--- src/rtl/hj_ports_pkg.sv ---
package hj_ports_pkg;
   // ==================================================================
   // Register offsets
   localparam logic [4:0] OFF_H_DIR      = 5'h00;
   localparam logic [4:0] OFF_H_PINS     = 5'h01;
   localparam logic [4:0] OFF_H_LATCH    = 5'h02;
   localparam logic [4:0] OFF_ANALOG     = 5'h03;
   localparam logic [4:0] OFF_MEMCTL     = 5'h04;
   localparam logic [4:0] OFF_J_PINS     = 5'h05;
   localparam logic [4:0] OFF_J_LATCH    = 5'h06;
   localparam logic [4:0] OFF_J_DIR      = 5'h07;
   localparam logic [4:0] OFF_SP_CTL     = 5'h08;
   localparam logic [4:0] OFF_D_PINS     = 5'h09;
   localparam logic [4:0] OFF_D_LATCH    = 5'h0A;
   localparam logic [4:0] OFF_D_DIR      = 5'h0B;
   localparam logic [4:0] OFF_E_DIR      = 5'h0C;
   localparam logic [4:0] OFF_PFLAGS     = 5'h0D;
   localparam logic [4:0] OFF_PENABLE    = 5'h0E;
   localparam logic [4:0] OFF_PPRIO      = 5'h0F;
   localparam logic [4:0] OFF_SYS_MODE   = 5'h10;
   // ==================================================================
   // Reset values
   localparam logic [7:0] RST_DIR        = 8'hFF;
   localparam logic [7:0] RST_ZERO       = 8'h00;
   localparam logic [7:0] RST_PPRIO      = 8'h7F;
   // ==================================================================
   // Field positions
   localparam int SP_IBF_BIT    = 7;
   localparam int SP_OBF_BIT    = 6;
   localparam int SP_INPUT_OVERFLOW_FLAG_BIT   = 5;
   localparam int SP_MODE_BIT   = 4;
   localparam int MEM_DIS_BIT   = 7;
   localparam int PF_SPIRQ_BIT  = 7;
   localparam int SYS_ONCHIP_BIT = 0;
   localparam logic [7:0] MEMCTL_MASK  = 8'hB3;
   localparam logic [7:0] ANALOG_MASK  = 8'h3F;
   localparam logic [7:0] SPCTL_WMASK  = 8'h30;
   localparam logic [3:0] ANALOG_DIGITAL = 4'hF;
   // Port E strobe positions
   localparam int E_READ_BIT  = 0;
   localparam int E_WRITE_BIT = 1;
   localparam int E_SEL_BIT   = 2;

   typedef struct packed {
      logic [7:0] out_val;
      logic [7:0] out_en;
   } pin_drive_t;

   typedef struct packed {
      logic [4:0] addr;
      logic [7:0] wdata;
      logic       wr;
      logic       rd;
   } reg_req_t;

   // Upper byte select in bit 7, address latch enable in bit 0
   typedef struct packed {
      logic ub_n;
      logic lb_n;
      logic ce_n;
      logic ba0;
      logic wrh_n;
      logic wrl_n;
      logic oe_n;
      logic ale;
   } mem_ctl_t;
endpackage

--- src/rtl/hj_ports.sv ---
`timescale 1ns/1ps
// Overview of operation
// - Direction bit 1 makes the pin an input with driver off.
// - Direction bit 0 drives the pin from its output latch.
// - Latch reads return the latch, writes update it.
// - Port H upper nibble is analog by default; analog config makes it digital.
// - Analog-configured port H upper pins read as zero.
// - Port H lower nibble carries address bits 16-19 with system bus on.
// - Memory control selects port H lower nibble as I/O or bus.
// - Port J is general I/O only when the system bus is disabled.
// - Bus mode port J bits 0-7: ale, oe, wrl, wrh, ba0, ce, lb, ub.
// - Peripheral direction overrides never change stored direction registers.
// - Port J direction resets to all ones, but the system bus, on after reset, drives the pins.
// - Slave mode bit makes port D a slave port, E0-E2 read/write/select.
// - External write captured when select and write first seen low.
// - External read performed when select and read first seen low.
// - Port D has two bytes: the host writes the input byte and reads the output latch.
// - Input-full sets on external write, clears on internal read.
// - Output-full set by internal write, cleared by external read.
// - Overflow sets on write before previous read; software clears it.
// - Slave port works only in internal-memory-only mode.
// - Read strobe active low; low with select means a read.
module hj_ports
   import hj_ports_pkg::*;
(
   // Clock and reset
   input  wire logic       clk,
   input  wire logic       reset,
   // Register port
   input  wire logic [4:0] reg_addr,
   input  wire logic [7:0] reg_wdata,
   input  wire logic       reg_wr,
   input  wire logic       reg_rd,
   output logic      [7:0] reg_rdata,
   // Port H pins
   input  wire logic [7:0] port_h_in,
   output logic      [7:0] port_h_out,
   output logic      [7:0] port_h_oe,
   // Port J pins
   input  wire logic [7:0] port_j_in,
   output logic      [7:0] port_j_out,
   output logic      [7:0] port_j_oe,
   // Port D pins
   input  wire logic [7:0] port_d_in,
   output logic      [7:0] port_d_out,
   output logic      [7:0] port_d_oe,
   // Port E strobes, active low
   input  wire logic [2:0] port_e_in,
   // Memory interface sources
   input  wire logic [3:0] bus_addr_high,
   input  wire logic [7:0] bus_ctl
);

   // ==================================================================
   // Registers
   logic [7:0] port_h_direction;
   logic [7:0] port_h_latch;
   logic [7:0] port_j_direction;
   logic [7:0] port_j_latch;
   logic [7:0] port_d_direction;
   logic [7:0] port_d_latch;
   logic [7:0] port_e_direction;
   logic [7:0] analog_config;
   logic [7:0] memory_interface_control;
   logic [7:0] peripheral_enables_one;
   logic [7:0] peripheral_priority_one;
   logic       sys_onchip;
   logic       slave_port_mode_bit;
   logic       input_full_flag;
   logic       output_full_flag;
   logic       input_overflow_flag;
   logic       slave_port_irq_flag;
   logic [7:0] slave_in_byte;
   logic [2:0] strobe_s1;
   logic [2:0] strobe_s2;
   logic       wr_act_q;
   logic       rd_act_q;
   reg_req_t   req;

   assign req = '{addr: reg_addr, wdata: reg_wdata, wr: reg_wr, rd: reg_rd};

   function automatic logic hit(input reg_req_t r, input logic [4:0] off);
      hit = r.wr && (r.addr == off);
   endfunction

   // ==================================================================
   // Mode decode
   logic       bus_on;
   logic       h_analog;
   logic       slave_on;
   logic       wr_act;
   logic       rd_act;
   logic       ext_wr;
   logic       ext_rd;
   logic       cpu_rd_d;
   logic       cpu_wr_d;

   assign bus_on   = !memory_interface_control[MEM_DIS_BIT] && !sys_onchip;
   assign h_analog = (analog_config[3:0] != ANALOG_DIGITAL);
   assign slave_on = slave_port_mode_bit && sys_onchip;
   assign wr_act   = !strobe_s2[E_SEL_BIT] && !strobe_s2[E_WRITE_BIT];
   assign rd_act   = !strobe_s2[E_SEL_BIT] && !strobe_s2[E_READ_BIT];
   assign ext_wr   = slave_on && wr_act && !wr_act_q;
   assign ext_rd   = slave_on && rd_act && !rd_act_q;
   assign cpu_rd_d = req.rd && (req.addr == OFF_D_PINS);
   assign cpu_wr_d = hit(req, OFF_D_PINS) || hit(req, OFF_D_LATCH);

   // ==================================================================
   // Strobe synchroniser
   // two-stage sync
   always_ff @(posedge clk) begin
      if (reset) begin
         strobe_s1 <= 3'h7;
         strobe_s2 <= 3'h7;
         wr_act_q  <= 1'b0;
         rd_act_q  <= 1'b0;
      end else begin
         strobe_s1 <= port_e_in;
         strobe_s2 <= strobe_s1;
         wr_act_q  <= wr_act;
         rd_act_q  <= rd_act;
      end
   end

   // ==================================================================
   // Direction registers
   // overrides never stored
   always_ff @(posedge clk) begin
      if (reset) begin
         port_h_direction <= RST_DIR;
         port_j_direction <= RST_DIR;
         port_d_direction <= RST_DIR;
         port_e_direction <= RST_DIR;
      end else begin
         if (hit(req, OFF_H_DIR)) port_h_direction <= req.wdata;
         if (hit(req, OFF_J_DIR)) port_j_direction <= req.wdata;
         if (hit(req, OFF_D_DIR)) port_d_direction <= req.wdata;
         if (hit(req, OFF_E_DIR)) port_e_direction <= req.wdata;
      end
   end

   // ==================================================================
   // Output latches
   // pin or latch writes load latch
   always_ff @(posedge clk) begin
      if (reset) begin
         port_h_latch <= RST_ZERO;
         port_j_latch <= RST_ZERO;
      end else begin
         if (hit(req, OFF_H_PINS) || hit(req, OFF_H_LATCH)) port_h_latch <= req.wdata;
         if (hit(req, OFF_J_PINS) || hit(req, OFF_J_LATCH)) port_j_latch <= req.wdata;
      end
   end

   always_ff @(posedge clk) begin
      if (reset) begin
         port_d_latch  <= RST_ZERO;
         slave_in_byte <= RST_ZERO;
      end else begin
         if (cpu_wr_d) port_d_latch <= req.wdata;
         if (ext_wr) slave_in_byte <= port_d_in;
      end
   end

   // ==================================================================
   // Configuration registers
   always_ff @(posedge clk) begin
      if (reset) begin
         analog_config            <= RST_ZERO;
         memory_interface_control <= RST_ZERO;
         peripheral_enables_one   <= RST_ZERO;
         peripheral_priority_one  <= RST_PPRIO;
         sys_onchip               <= 1'b0;
         slave_port_mode_bit      <= 1'b0;
      end else begin
         if (hit(req, OFF_ANALOG)) analog_config <= req.wdata & ANALOG_MASK;
         if (hit(req, OFF_MEMCTL)) memory_interface_control <= req.wdata & MEMCTL_MASK;
         if (hit(req, OFF_PENABLE)) peripheral_enables_one <= req.wdata;
         if (hit(req, OFF_PPRIO)) peripheral_priority_one <= req.wdata;
         if (hit(req, OFF_SYS_MODE)) sys_onchip <= req.wdata[SYS_ONCHIP_BIT];
         if (hit(req, OFF_SP_CTL)) slave_port_mode_bit <= req.wdata[SP_MODE_BIT];
      end
   end

   // ==================================================================
   // Slave port flags, set wins over clear
   // input full
   always_ff @(posedge clk) begin
      if (reset) input_full_flag <= 1'b0;
      else if (ext_wr) input_full_flag <= 1'b1;
      else if (cpu_rd_d) input_full_flag <= 1'b0;
   end

   always_ff @(posedge clk) begin
      if (reset) output_full_flag <= 1'b0;
      else if (slave_on && cpu_wr_d) output_full_flag <= 1'b1;
      else if (ext_rd) output_full_flag <= 1'b0;
   end

   always_ff @(posedge clk) begin
      if (reset) begin
         input_overflow_flag <= 1'b0;
      end else if (ext_wr && input_full_flag && !cpu_rd_d) begin
         input_overflow_flag <= 1'b1;
      end else if (hit(req, OFF_SP_CTL) && !req.wdata[SP_INPUT_OVERFLOW_FLAG_BIT]) begin
         input_overflow_flag <= 1'b0;
      end
   end

   always_ff @(posedge clk) begin
      if (reset) slave_port_irq_flag <= 1'b0;
      else if (ext_wr || ext_rd) slave_port_irq_flag <= 1'b1;
      else if (hit(req, OFF_PFLAGS) && !req.wdata[PF_SPIRQ_BIT])
         slave_port_irq_flag <= 1'b0;
   end

   // ==================================================================
   // Pin drivers
   logic [7:0] next_h_out;
   logic [7:0] next_h_oe;
   logic [7:0] next_j_out;
   logic [7:0] next_j_oe;
   logic [7:0] next_d_out;
   logic [7:0] next_d_oe;
   mem_ctl_t   mc;

   assign mc = mem_ctl_t'(bus_ctl);

   always_comb begin
      next_h_oe  = ~port_h_direction;
      next_h_out = port_h_latch;
      if (h_analog) next_h_oe[7:4] = 4'h0;
      if (bus_on) begin
         next_h_out[3:0] = bus_addr_high;
         next_h_oe[3:0]  = 4'hF;
      end
      next_j_oe  = ~port_j_direction;
      next_j_out = port_j_latch;
      if (bus_on) begin
         next_j_out = {mc.ub_n, mc.lb_n, mc.ce_n, mc.ba0,
                       mc.wrh_n, mc.wrl_n, mc.oe_n, mc.ale};
         next_j_oe  = 8'hFF;
      end
      next_d_oe  = ~port_d_direction;
      next_d_out = port_d_latch;
      if (slave_on) next_d_oe = rd_act ? 8'hFF : 8'h00;
   end

   always_ff @(posedge clk) begin
      if (reset) begin
         port_h_out <= RST_ZERO;
         port_h_oe  <= RST_ZERO;
         port_j_out <= RST_ZERO;
         port_j_oe  <= RST_ZERO;
         port_d_out <= RST_ZERO;
         port_d_oe  <= RST_ZERO;
      end else begin
         port_h_out <= next_h_out;
         port_h_oe  <= next_h_oe;
         port_j_out <= next_j_out;
         port_j_oe  <= next_j_oe;
         port_d_out <= next_d_out;
         port_d_oe  <= next_d_oe;
      end
   end

   // ==================================================================
   // Read path
   logic [7:0] next_rdata;

   always_comb begin
      next_rdata = RST_ZERO;
      if (!req.rd) next_rdata = RST_ZERO;
      else if (req.addr == OFF_H_DIR) next_rdata = port_h_direction;
      else if (req.addr == OFF_H_PINS) begin
         next_rdata = port_h_in;
         if (h_analog) next_rdata[7:4] = 4'h0;
      end
      else if (req.addr == OFF_H_LATCH) next_rdata = port_h_latch;
      else if (req.addr == OFF_ANALOG) next_rdata = analog_config;
      else if (req.addr == OFF_MEMCTL) next_rdata = memory_interface_control;
      else if (req.addr == OFF_J_PINS) next_rdata = port_j_in;
      else if (req.addr == OFF_J_LATCH) next_rdata = port_j_latch;
      else if (req.addr == OFF_J_DIR) next_rdata = port_j_direction;
      else if (req.addr == OFF_SP_CTL)
         next_rdata = {input_full_flag, output_full_flag, input_overflow_flag,
                       slave_port_mode_bit, 4'h0};
      else if (req.addr == OFF_D_PINS) next_rdata = slave_on ? slave_in_byte : port_d_in;
      else if (req.addr == OFF_D_LATCH) next_rdata = port_d_latch;
      else if (req.addr == OFF_D_DIR) next_rdata = port_d_direction;
      else if (req.addr == OFF_E_DIR) next_rdata = port_e_direction;
      else if (req.addr == OFF_PFLAGS) next_rdata = {slave_port_irq_flag, 7'h00};
      else if (req.addr == OFF_PENABLE) next_rdata = peripheral_enables_one;
      else if (req.addr == OFF_PPRIO) next_rdata = peripheral_priority_one;
      else if (req.addr == OFF_SYS_MODE) next_rdata = {7'h00, sys_onchip};
   end

   always_ff @(posedge clk) begin
      if (reset) reg_rdata <= RST_ZERO;
      else reg_rdata <= next_rdata;
   end
endmodule

--- config.mk ---
export PLATFORM = sky130hd
export DESIGN_NAME = hj_ports
export DESIGN_NICKNAME = d
export VERILOG_FILES = /design/src/rtl/hj_ports_pkg.sv /design/src/rtl/hj_ports.sv
export SDC_FILE = /design/constraint.sdc
export NUM_CORES = 1
export LEC_CHECK = 0
export BUFFER_PORTS_ARGS = -buffer_cell sky130_fd_sc_hd__buf_2
export CORE_UTILIZATION = 31
export CTS_BUF_LIST = sky130_fd_sc_hd__clkbuf_8 sky130_fd_sc_hd__clkbuf_16
export DETAILED_ROUTE_END_ITERATION = 12
export GPL_ROUTABILITY_DRIVEN = 1
export GPL_TIMING_DRIVEN = 0
export PLACE_DENSITY = 0.47
export SLEW_MARGIN = 15
export SYNTH_ARGS = -nofsm -noshare
export SYNTH_HDL_FRONTEND = slang
export SYNTH_SLANG_ARGS = --single-unit
export TNS_END_PERCENT = 100
--- constraint.sdc ---
create_clock -name clk -period 1.8 [get_ports clk]
set_input_delay 0.18 -clock clk [delete_from_list [all_inputs] [get_ports clk]]
set_output_delay 0.18 -clock clk [all_outputs]
set_load 0.05 [all_outputs]
==> results by group, run 1 <==
Power
  • P_leak: 3.72 nW
  • Comb power frac: 11.2%
  • Power Total: 8.41 mW
  • Clock Power Share: 45.3%
  • Peak supply drop: 0.692 mV
  • Seq pwr share: 43.5%
  • Internal power component: 6.05 mW
  • Power density cells: 946 nW/um^2
  • NetSw: 2.36 mW
  • Sw Ratio: 28.1%

STA
  • Max Clk Rate: 554 MHz
  • Final number of max-transition violations: 0
  • Setup violators final: 1
  • RSZ-0062 raised after global routing: yes
  • Slew of the pin with the lowest slew margin: 1.03 ns
  • Hold Fails Final Rpt: 0
  • Rel. slew slack: 31.2%
  • Final worst slack: -0.00522 ns
  • Post-layout min period: 1.81 ns
  • Period utilization: 100%
  • Clk_skew: 0.0118 ns

Setup path
  • Worst EP arrival: 2.12 ns
  • Crit path cell chain: nand2_1 > buf_4 > a311oi_1 > o211ai_1 > o211ai_1 > a311oi_1
  • R2R depth: 6
  • Crit path buf inv count: 1
  • Worst path depth: 6
  • CP Launch Type: flop
  • Worst Path Max Fanout: 10
  • Worst setup EP type: flop
  • CP max stage delay: 0.49 ns
  • Slowest-stage cell, CP: a311oi_1
  • Setup Crit Path Kind: flop to flop
  • Critical Path RT: 2.11 ns
  • CP top delay family: compound AO/OA/AOI/OAI gates

Global route
  • First-pass GRT wire length: 42.3 mm
  • Initial antenna violation count: 0
  • Total grt overflow: 0
  • Total GRT Usage: 24.6%
  • Pin count of the biggest net entering global routing: 17
  • Vias in the first global route: 6,490

Floorplanning
  • Core Area: 22,600 um^2
  • I/O Pins: 112
  • Row Count: 55
  • Initial Util: 31.6%
  • Die width: 154 um
  • Die footprint: 23,700 um^2
  • Die Ht: 154 um

Routing
  • Drt first pass iters: 7
  • Post-route ant nets: 0
  • Vias/cell: 5.32
  • DR vias: 6,845
  • Final wirelength: 28.7 mm
  • Residual DRC: 0
  • WL/cell: 22.3 um
  • DRT iter0 DRCs: 572

Synth
  • Main synth FF type: dfxtp_1
  • Seq/Total Area, Yosys: 45.1%
  • FFs w/ async S/R, synth: 0%
  • Post-synthesis register bit count: 161
  • Warning count from the yosys run: 0
  • Syn Nets: 903
  • Post-synthesis cell count: 847
  • Yosys cell types: 74
  • Avg Inst Size Synth: 8.44 um^2
  • Post-synth EDFFs: 0
  • Post-Syn Area: 7150 um^2

Cells and area
  • Filler instances: 2,371
  • Most frequent cells in the layout: dfxtp_1 (159), nand2_1 (122), buf_2 (113), a21oi_1 (92), nor2_1 (83)
  • Post-layout util: 39.3%
  • Final net count: 1,045
  • Final std cells w/o fill: 1,287
  • Area grow syn2layout: 24.4%
  • Final Cell Area: 8890 um^2
  • Commonest non-fill, non-tap cell in the layout: dfxtp_1
  • Share of layout cells above drive strength 1: 20.7%
  • Antenna Cells: 0

CTS
  • CTS tree: yes
  • Clock slew at reported path FFs: 0.07 ns
  • Worst-skew pair later-pin latency: 0.44 ns
  • H-Tree Level Count: 4
  • Total number of clock tree sinks: 161
  • Maximum buffer depth of the clock tree: 2
  • Root buffer cell: clkbuf_16
  • Num CTS Buffers: 17

Run status
  • Failing checks: setup timing
  • Status: complete, but fails checks

Placement
  • I/O Buffers: 101
  • Placed Instance Area: 8010 um^2
  • Post-DP HPWL: 21.2 mm
  • Placed insts: 1,233
  • Routability cong.: 0.955

Min path
  • Min-Delay Path Depth: 4
  • Min-Delay Path Class: primary input to flop

Run
  • Max-cap check violation count: 0
[tightest hold or removal path, cell delays in order]
cell	delay, ns
buf_2	0.07
mux2_2	0.14
nand2_1	0.05
o31ai_1	0.06
[timing repair]
action	in CTS	in global routing
setup endpoints to repair	28	15
hold endpoints to repair	23	0
hold buffers	23	0
setup buffers	0	0
pin swaps	0	1
resized for setup	9	7
[power groups by stage]
| stage | clock (mW) | sequential (mW) | combinational (mW) |
|---|---|---|---|
| 2_1_floorplan | 0 | 3.88 | 0.407 |
| 3_3_place_gp | 0 | 3.74 | 0.893 |
| 3_5_place_dp | 0 | 3.74 | 0.885 |
| 4_1_cts | 3.85 | 3.66 | 0.930 |
| 5_1_grt | 4.02 | 3.66 | 0.993 |
| 6_report | 3.80 | 3.66 | 0.943 |
[cell type report]
type / count / area, um^2 / share of cell area (%)
buffer: 69 / 350 / 3.94
tap: 285 / 357 / 4.01
multi-input combinational: 602 / 3560 / 40.0
clock buffer: 18 / 439 / 4.94
timing repair buffer: 124 / 736 / 8.28
sequential: 161 / 3230 / 36.3
clock inverter: 14 / 169 / 1.90
inverter: 14 / 52.6 / 0.591
[routing by layer]
metal,routed length [um],track usage (%)
met3,1680,3.27
met4,1070,11.4
met1,13000,33.2
met5,0,0
met2,12900,38.9
[Yosys cell counts (all sizes together), types with 15 or more instances]
master	instances	area [um^2]
nand3	21	110
clkbuf	43	161
a211o	18	158
nor3	15	80.1
dfxtp	161	3220
nor2	87	342
buf	27	185
nand3b	20	154
nor2b	24	153
o21ai	25	125
a21oi	92	460
mux2i	29	290
nand2	125	477
[per-stage QoR]
| step | hold WS (ns) | setup slack [ns] | TNS, ns |
|---|---|---|---|
| after floorplan | 0.284 | 0.240 | 0 |
| after global placement | 0.364 | -0.536 | -12.57 |
| after detailed placement | 0.365 | -0.491 | -11.72 |
| after CTS | 0.0858 | 0.00319 | 0 |
| after global routing | 0.121 | -0.0100 | -0.0138 |
| final | 0.0888 | -0.00522 | -0.00522 |
[path summary, 6_finish.rpt]
path / from / to / slack, ns
worst min-delay path: port_h_in[2] / reg_rdata[2]$_SDFF_PP0_ / 0.09
worst max register to register: sys_onchip$_SDFFE_PP0P_ / reg_rdata[0]$_SDFF_PP0_ / -0.005
worst max-delay path: sys_onchip$_SDFFE_PP0P_ / reg_rdata[0]$_SDFF_PP0_ / -0.005
worst min register to register: strobe_s1[0]$_SDFF_PP1_ / strobe_s2[0]$_SDFF_PP1_ / 0.41
[cell families (layout without fill, tap and decap cells)]
family,after synthesis,in the layout,synth area share [%]
multiplexers,35,35,5.01
flip-flops,161,161,45.1
AO/OA/AOI/OAI,207,207,18.6
AND/OR/NAND/NOR,360,360,25.8
buffers and inverters,84,239,5.58
(Power assumes the default switching activity.)
==> run 2, diff against run 1 <==
--- a/config.mk
+++ b/config.mk
@@ -5,6 +5,7 @@
 export SDC_FILE = /design/constraint.sdc
 export NUM_CORES = 1
 export LEC_CHECK = 0
+export ABC_AREA = 1
 export BUFFER_PORTS_ARGS = -buffer_cell sky130_fd_sc_hd__buf_2
 export CORE_UTILIZATION = 31
 export CTS_BUF_LIST = sky130_fd_sc_hd__clkbuf_8 sky130_fd_sc_hd__clkbuf_16
==> run 2 against run 1 <==
The flow now finishes without violations. Combinational power decreased by 18%. Area after synthesis decreased by 9.8%. Sequential share of layout area rose by 2.8 points. Worst hold slack worse by 0.083 ns. Maximum frequency is 5.0% higher. Register-to-register slack gained 0.09 ns. Worst setup slack gained 0.085 ns. Power decreased by 1.9%. Utilization rose by 1.4 points. Clock power about the same. Design area fell by 7.0%.
==> results by group, run 2 <==
Setup path
  • CP startpoint: sys_onchip$_SDFFE_PP0P_
  • Critical Path RT: 2.14 ns (+0.03 ns)
  • RR Endpoint: reg_rdata[6]$_SDFF_PP0_
  • CP Launch Type: flop
  • Reg2reg setup slack: 0.08 ns (+0.09 ns)
  • Worst Path Max Fanout: 7 (-3)
  • Worst EP arrival: 2.06 ns (-0.06 ns)
  • Setup Crit Path Kind: flop to flop
  • R2R depth: 13 (+7)
  • Worst Setup EP: reg_rdata[6]$_SDFF_PP0_
  • RR Startpoint: sys_onchip$_SDFFE_PP0P_
  • Worst setup EP type: flop

Floorplanning
  • Initial Util: 31.8% (+0.20 points)
  • Die footprint: 21,400 um^2 (-9.6%)
  • Die width: 146 um (-4.9%)
  • Die Ht: 146 um (-4.9%)
  • Core Area: 20,300 um^2 (-10%)
  • Row Count: 52 (-5.5%)
  • I/O Pins: 112 (unchanged)

Synth
  • Top cells by area, synth: dfxtp_1 (50%), nand2_1 (11%), nor2_1 (9.1%)
  • Count leader, synth: nand2_1
  • Synth top area share: 50.0% (+4.9 points)
  • Post-synthesis cell count: 882 (+4.1%)
  • Warning count from the yosys run: 0 (unchanged)
  • Main synth FF type: dfxtp_1
  • Synth area leader: dfxtp_1
  • Yosys cell types: 36 (-51%)
  • FFs w/ async S/R, synth: 0% (unchanged)
  • Top post-synthesis cells by count: nand2_1 (186), dfxtp_1 (161), nor2_1 (157)
  • Avg Inst Size Synth: 7.31 um^2 (-13%)
  • Post-Syn Area: 6450 um^2 (-9.8%)
  • Seq/Total Area, Yosys: 50.0% (+4.9 points)
  • Syn Nets: 938 (+3.9%)
  • Post-synthesis register bit count: 161 (unchanged)
  • Post-synth EDFFs: 0 (unchanged)

Routing
  • WL/cell: 16.5 um (-26%)
  • DRT iter0 DRCs: 371 (-35%)
  • Post-route ant nets: 0 (unchanged)
  • Drt first pass iters: 5 (-2)
  • Residual DRC: 0 (unchanged)
  • Vias/cell: 4.69 (-12%)
  • Final wirelength: 21.7 mm (-25%)
  • DR vias: 6,175 (-9.8%)

Min path
  • Min-Delay Path Class: primary input to flop
  • Hold path start: port_d_in[5]

Cells and area
  • Share of layout cells above drive strength 1: 19.0% (-1.6 points)
  • Final std cells w/o fill: 1,316 (+2.3%)
  • Most frequent cells in the layout: nand2_1 (183), dfxtp_1 (159), nor2_1 (154), buf_2 (111), inv_1 (73)
  • Final Cell Area: 8260 um^2 (-7.0%)
  • Filler instances: 2,216 (-6.5%)
  • Area grow syn2layout: 28.1%
  • Commonest non-fill, non-tap cell in the layout: nand2_1
  • Final net count: 1,089 (+4.2%)

CTS
  • Clock slew at reported path FFs: 0.07 ns (about the same)
  • Worst-skew pair later-pin latency: 0.44 ns (about the same)
  • Total number of clock tree sinks: 161 (unchanged)
  • H-Tree Level Count: 4 (unchanged)
  • CTS tree: yes
  • Root buffer cell: clkbuf_16
  • Num CTS Buffers: 17 (unchanged)
  • Maximum buffer depth of the clock tree: 2 (unchanged)

Power
  • Peak supply drop: 0.565 mV (-18%)
  • Power density cells: 998 nW/um^2 (+5.5%)
  • P_leak: 3.72 nW (+0.19%)

Global route
  • Total GRT Usage: 20.7% (-3.9 points)
  • Vias in the first global route: 5,737 (-12%)
  • Total grt overflow: 0 (unchanged)
  • Initial antenna violation count: 1 (+1)
  • Pin count of the biggest net entering global routing: 17 (unchanged)
  • First-pass GRT wire length: 33.2 mm (-22%)

STA
  • RSZ-0062 raised after global routing: yes
  • Max Clk Rate: 581 MHz (+5.0%)
  • Period utilization: 95.6% (-4.7 points)
  • Rel. slew slack: 43.1% (+12 points)
  • Post-layout min period: 1.72 ns (-0.0853 ns)
  • Slew of the pin with the lowest slew margin: 0.854 ns (-0.178 ns)
  • Clk_skew: 0.0126 ns (+0.000807 ns)
  • Setup violators final: 0 (-1)
  • Hold Fails Final Rpt: 0 (unchanged)
  • Final number of max-transition violations: 0 (unchanged)

Placement
  • Placed Instance Area: 7310 um^2 (-8.7%)
  • Placed insts: 1,257 (+1.9%)
  • Routability cong.: 0.882 (-7.7%)
  • I/O Buffers: 105 (+4.0%)
  • Post-DP HPWL: 15.8 mm (-26%)

Run
  • Max-cap check violation count: 0 (unchanged)

Run status
  • Status: completed
[run 2: cell count changes in the layout (fill, tap and decap cells not counted), moves of 13 or more]
cell	change
nor2b_1	-23
inv_1	+60
a211o_1	-18
nand2_1	+61
mux2i_1	-28
a21oi_1	-31
nand3b_1	-18
nand3_1	+32
nand2b_1	-14
o21ai_0	+46
clkbuf_1	-13
nor2_1	+71
[run 2: how the worst min path moves through the flow]
stage                                     to  slack [ns]  cells past startpoint
2_1_floorplan        strobe_s1[0]$_SDFF_PP1_        0.28                      1
3_3_place_gp         strobe_s1[2]$_SDFF_PP1_        0.36                      2
3_5_place_dp         strobe_s1[0]$_SDFF_PP1_        0.37                      2
4_1_cts        slave_in_byte[5]$_SDFFE_PP0P_       0.002                      3
5_1_grt        slave_in_byte[5]$_SDFFE_PP0P_        0.02                      3
6_report       slave_in_byte[5]$_SDFFE_PP0P_       0.006                      3
[run 2: cell families (layout without fill, tap and decap cells)]
group,after synthesis,after routing,synth area share [%]
AO/OA/AOI/OAI,160,160,13.6
flip-flops,161,161,50.0
other,0,1,0
buffers and inverters,119,282,7.33
AND/OR/NAND/NOR,442,442,29.1
[run 2: per-stage QoR]
stage	util, %	hold slack, ns	setup TNS (ns)	setup slack, ns	power (mW)
after global routing	40.7	0.0243	-0.0679	-0.0438	8.53
after detailed placement	36.0	0.366	-9.51	-0.360	4.49
after global placement	36.0	0.364	-9.61	-0.377	4.49
after CTS	40.5	0.00236	0	0.0184	8.31
after floorplan	-	0.284	0	0.370	4.20
final	40.7	0.00615	0	0.0801	8.25
[run 2: power breakdown]
| group | internal (mW) | total (mW) | switching (mW) | leakage [nW] |
|---|---|---|---|---|
| logic | 0.215 | 0.773 | 0.558 | 2.12 |
| registers | 3.64 | 3.68 | 0.0326 | 1.31 |
| clock network | 2.26 | 3.80 | 1.54 | 0.286 |
[run 2: final cells by class]
class                      instances  area (um^2)  share of cell area (%)
sequential                       161         3230                    39.1
multi-input combinational        602         2820                    34.1
timing repair buffer             133          792                    9.59
clock buffer                      19          453                    5.48
tap                              270          338                    4.09
inverter                          81          309                    3.74
buffer                            37          165                    2.00
clock inverter                    12          158                    1.91
antenna                            1         2.50                  0.0303
[run 2: routing by layer]
metal | vias to the layer above | global-route usage (%) | wire length (um)
li1 | 3136 | - | -
met1 | 2874 | 29.3 | 10700
met2 | 147 | 32.0 | 9690
met3 | 18 | 3.47 | 995
met4 | 0 | 6.67 | 301
met5 | - | 0 | 0
[run 2: worst max-delay path, stage by stage, from the launching register on]
cell and delay (ns):
dfxtp_4 0.37, nand2_8 0.08, clkinvlp_4 0.15, buf_6 0.15, nor2_4 0.06, nor3_1 0.05
a211oi_1 0.24, nand2_1 0.08, nand2_1 0.08, nand2_2 0.07, nand2_2 0.08, nand3b_1 0.10
nand2_1 0.08, inv_1 0.03
[run 2: what timing repair did]
item	CTS	global route
pin swaps	5	4
buffers inserted	6	1
hold buffers	21	0
hold endpoints to repair	21	0
setup endpoints to repair	14	17
gates resized for setup	11	13
cloned	0	0
==> run 3, diff against run 2 <==
--- a/config.mk
+++ b/config.mk
@@ -5,8 +5,7 @@
 export SDC_FILE = /design/constraint.sdc
 export NUM_CORES = 1
 export LEC_CHECK = 0
-export ABC_AREA = 1
-export BUFFER_PORTS_ARGS = -buffer_cell sky130_fd_sc_hd__buf_2
+export BUFFER_PORTS_ARGS = -buffer_cell sky130_fd_sc_hd__buf_4
 export CORE_UTILIZATION = 31
 export CTS_BUF_LIST = sky130_fd_sc_hd__clkbuf_8 sky130_fd_sc_hd__clkbuf_16
 export DETAILED_ROUTE_END_ITERATION = 12
==> run 3 against run 2 <==
Maximum frequency is 2.5% lower. Clock-buffer cell count is 2 lower. First-iteration DRC count is 57% higher. Global-route usage is 4.0 points higher. Critical path depth is 7 lower.
==> results by group, run 3 (synthesized netlist as in run 1, its figures left out) <==
Routing
  • Metal-1 WL: 13.1 mm (+22%)
  • Vias/cell: 5.28 (+13%)
  • Top Metal Used: met4
  • Residual DRC: 0 (unchanged)
  • Post-route ant nets: 0 (unchanged)
  • DRT iter0 DRCs: 582 (+57%)
  • Routed met3 length: 1.56 mm (+56%)
  • Final wirelength: 28.7 mm (+33%)
  • DR vias: 6,792 (+10%)
  • Drt first pass iters: 5 (unchanged)
  • Met2 routed WL: 13.0 mm (+34%)
  • WL/cell: 22.3 um (+36%)

Setup path
  • Worst EP arrival: 2.08 ns (+0.02 ns)
  • Setup Crit Path Kind: flop to flop
  • Critical Path RT: 2.12 ns (-0.02 ns)
  • CP Launch Type: flop
  • Reg2reg setup slack: 0.04 ns (-0.04 ns)
  • R2R depth: 6 (-7)
  • Worst Path Max Fanout: 10 (+3)
  • Worst setup EP type: flop

Min path
  • Min-Delay Path Depth: 3 (unchanged)
  • Min-Delay Path Class: primary input to flop

Cells and area
  • Share of layout cells above drive strength 1: 20.9% (+1.8 points)
  • Post-layout util: 40.5% (-0.22 points)
  • Area grow syn2layout: 28.2% (about the same)
  • Final net count: 1,044 (-4.1%)
  • Antenna Cells: 0 (-1)
  • Most frequent cells in the layout: dfxtp_1 (159), nand2_1 (122), buf_4 (110), a21oi_1 (92), nor2_1 (83)
  • Commonest non-fill, non-tap cell in the layout: dfxtp_1
  • Final std cells w/o fill: 1,286 (-2.3%)

Global route
  • Total GRT Usage: 24.8% (+4.0 points)
  • First-pass GRT wire length: 42.7 mm (+29%)
  • Vias in the first global route: 6,570 (+15%)
  • Initial antenna violation count: 0 (-1)
  • Total grt overflow: 0 (unchanged)
  • Pin count of the biggest net entering global routing: 17 (unchanged)

Floorplanning
  • Initial Util: 31.6% (-0.20 points)
  • Die Ht: 154 um (+5.2%)
  • Die footprint: 23,700 um^2 (+11%)
  • Core Area: 22,600 um^2 (+12%)
  • I/O Pins: 112 (unchanged)
  • Row Count: 55 (+5.8%)
  • Die width: 154 um (+5.2%)

Run status
  • Status: completed

STA
  • Rel. slew slack: 36.3% (-6.8 points)
  • Clk_skew: 0.00663 ns (-0.00596 ns)
  • Setup violators final: 0 (unchanged)
  • Post-layout min period: 1.76 ns (+0.0443 ns)
  • Max Clk Rate: 567 MHz (-2.5%)
  • Slew of the pin with the lowest slew margin: 0.955 ns (+0.101 ns)
  • Final number of max-transition violations: 0 (unchanged)
  • Period utilization: 98.0% (+2.5 points)
  • Hold Fails Final Rpt: 0 (unchanged)

CTS
  • Maximum buffer depth of the clock tree: 2 (unchanged)
  • Total number of clock tree sinks: 161 (unchanged)
  • Worst-skew pair later-pin latency: 0.43 ns (about the same)
  • CTS tree: yes
  • Root buffer cell: clkbuf_16
  • H-Tree Level Count: 4 (unchanged)
  • Clock slew at reported path FFs: 0.07 ns (about the same)
  • Num CTS Buffers: 17 (unchanged)

Run
  • Max-cap check violation count: 0 (unchanged)

Placement
  • Post-DP HPWL: 21.5 mm (+36%)
  • Placed insts: 1,233 (-1.9%)
  • I/O Buffers: 101 (-3.8%)
  • Routability cong.: 0.941 (+6.8%)

Power
  • Peak supply drop: 0.508 mV (-10%)
  • Power density cells: 932 nW/um^2 (-6.6%)
  • Power Total: 8.54 mW (+3.6%)
  • P_leak: 3.77 nW (+1.2%)
-- run 3: cell count changes in the layout (fill, tap and decap cells not counted), moves of 31 or more --
cell / before / now
buf_4: 6 / 110
buf_2: 111 / 12
nor2_1: 154 / 83
nand2_1: 183 / 122
inv_1: 73 / 13
o21ai_0: 71 / 25
nand3_1: 52 / 20
a21oi_1: 61 / 92
-- run 3: where the power goes --
part	leakage [nW]	switching [mW]	total, mW	internal, mW
logic	2.15	0.655	0.996	0.341
clock network	0.302	1.66	3.89	2.23
registers	1.31	0.0344	3.66	3.63
-- run 3: metrics by stage --
| step | area, um^2 | setup TNS, ns | hold slack, ns | setup slack (ns) |
|---|---|---|---|---|
| 2_1_floorplan | 7150 | 0 | 0.284 | 0.240 |
| 3_3_place_gp | 8260 | -11.37 | 0.364 | -0.520 |
| 3_5_place_dp | 8260 | -10.67 | 0.368 | -0.461 |
| 5_1_grt | 9170 | -0.00692 | 0.0197 | -0.00674 |
| 6_report | 9170 | 0 | 0.00911 | 0.0358 |
| 4_1_cts | 9120 | -0.0460 | 0.000814 | -0.0235 |
-- run 3: final timing paths --
kind	from	to
max	sys_onchip$_SDFFE_PP0P_	reg_rdata[5]$_SDFF_PP0_
min	bus_ctl[7]	port_j_out[7]$_SDFF_PP0_
max reg2reg	sys_onchip$_SDFFE_PP0P_	reg_rdata[5]$_SDFF_PP0_
min reg2reg	strobe_s1[2]$_SDFF_PP1_	strobe_s2[2]$_SDFF_PP1_
-- run 3: final cells by class --
class / instances / area, um^2
inverters: 14 / 52.6
clock buffers: 17 / 425
clock inverters: 15 / 195
repair buffers: 123 / 978
multi-input cells: 602 / 3580
well taps: 285 / 357
flip-flops and latches: 161 / 3230
fillers: 2353 / 13500
plain buffers: 69 / 350
-- run 3: timing repair --
| item | in CTS | in global routing |
|---|---|---|
| hold buffers | 22 | 0 |
| endpoints found under the setup margin | 18 | 16 |
| hold endpoints to repair | 22 | 0 |
| pin swaps | 0 | 1 |
| setup buffers | 0 | 0 |
| resized for setup | 8 | 13 |
| gates cloned | 0 | 0 |
-- run 3: worst max-delay path, cell delays in order (launching register included) --
cell,delay [ns]
dfxtp_4,0.39
nand2_1,0.10
buf_4,0.21
mux2_2,0.37
nand2_1,0.11
o2111ai_1,0.21
o21a_1,0.26
-- run 3: routing by layer --
metal | vias up | GRT usage, %
li1 | 3244 | -
met1 | 3242 | 33.1
met4 | 0 | 11.5
met5 | - | 0
met2 | 253 | 38.9
met3 | 53 | 4.11
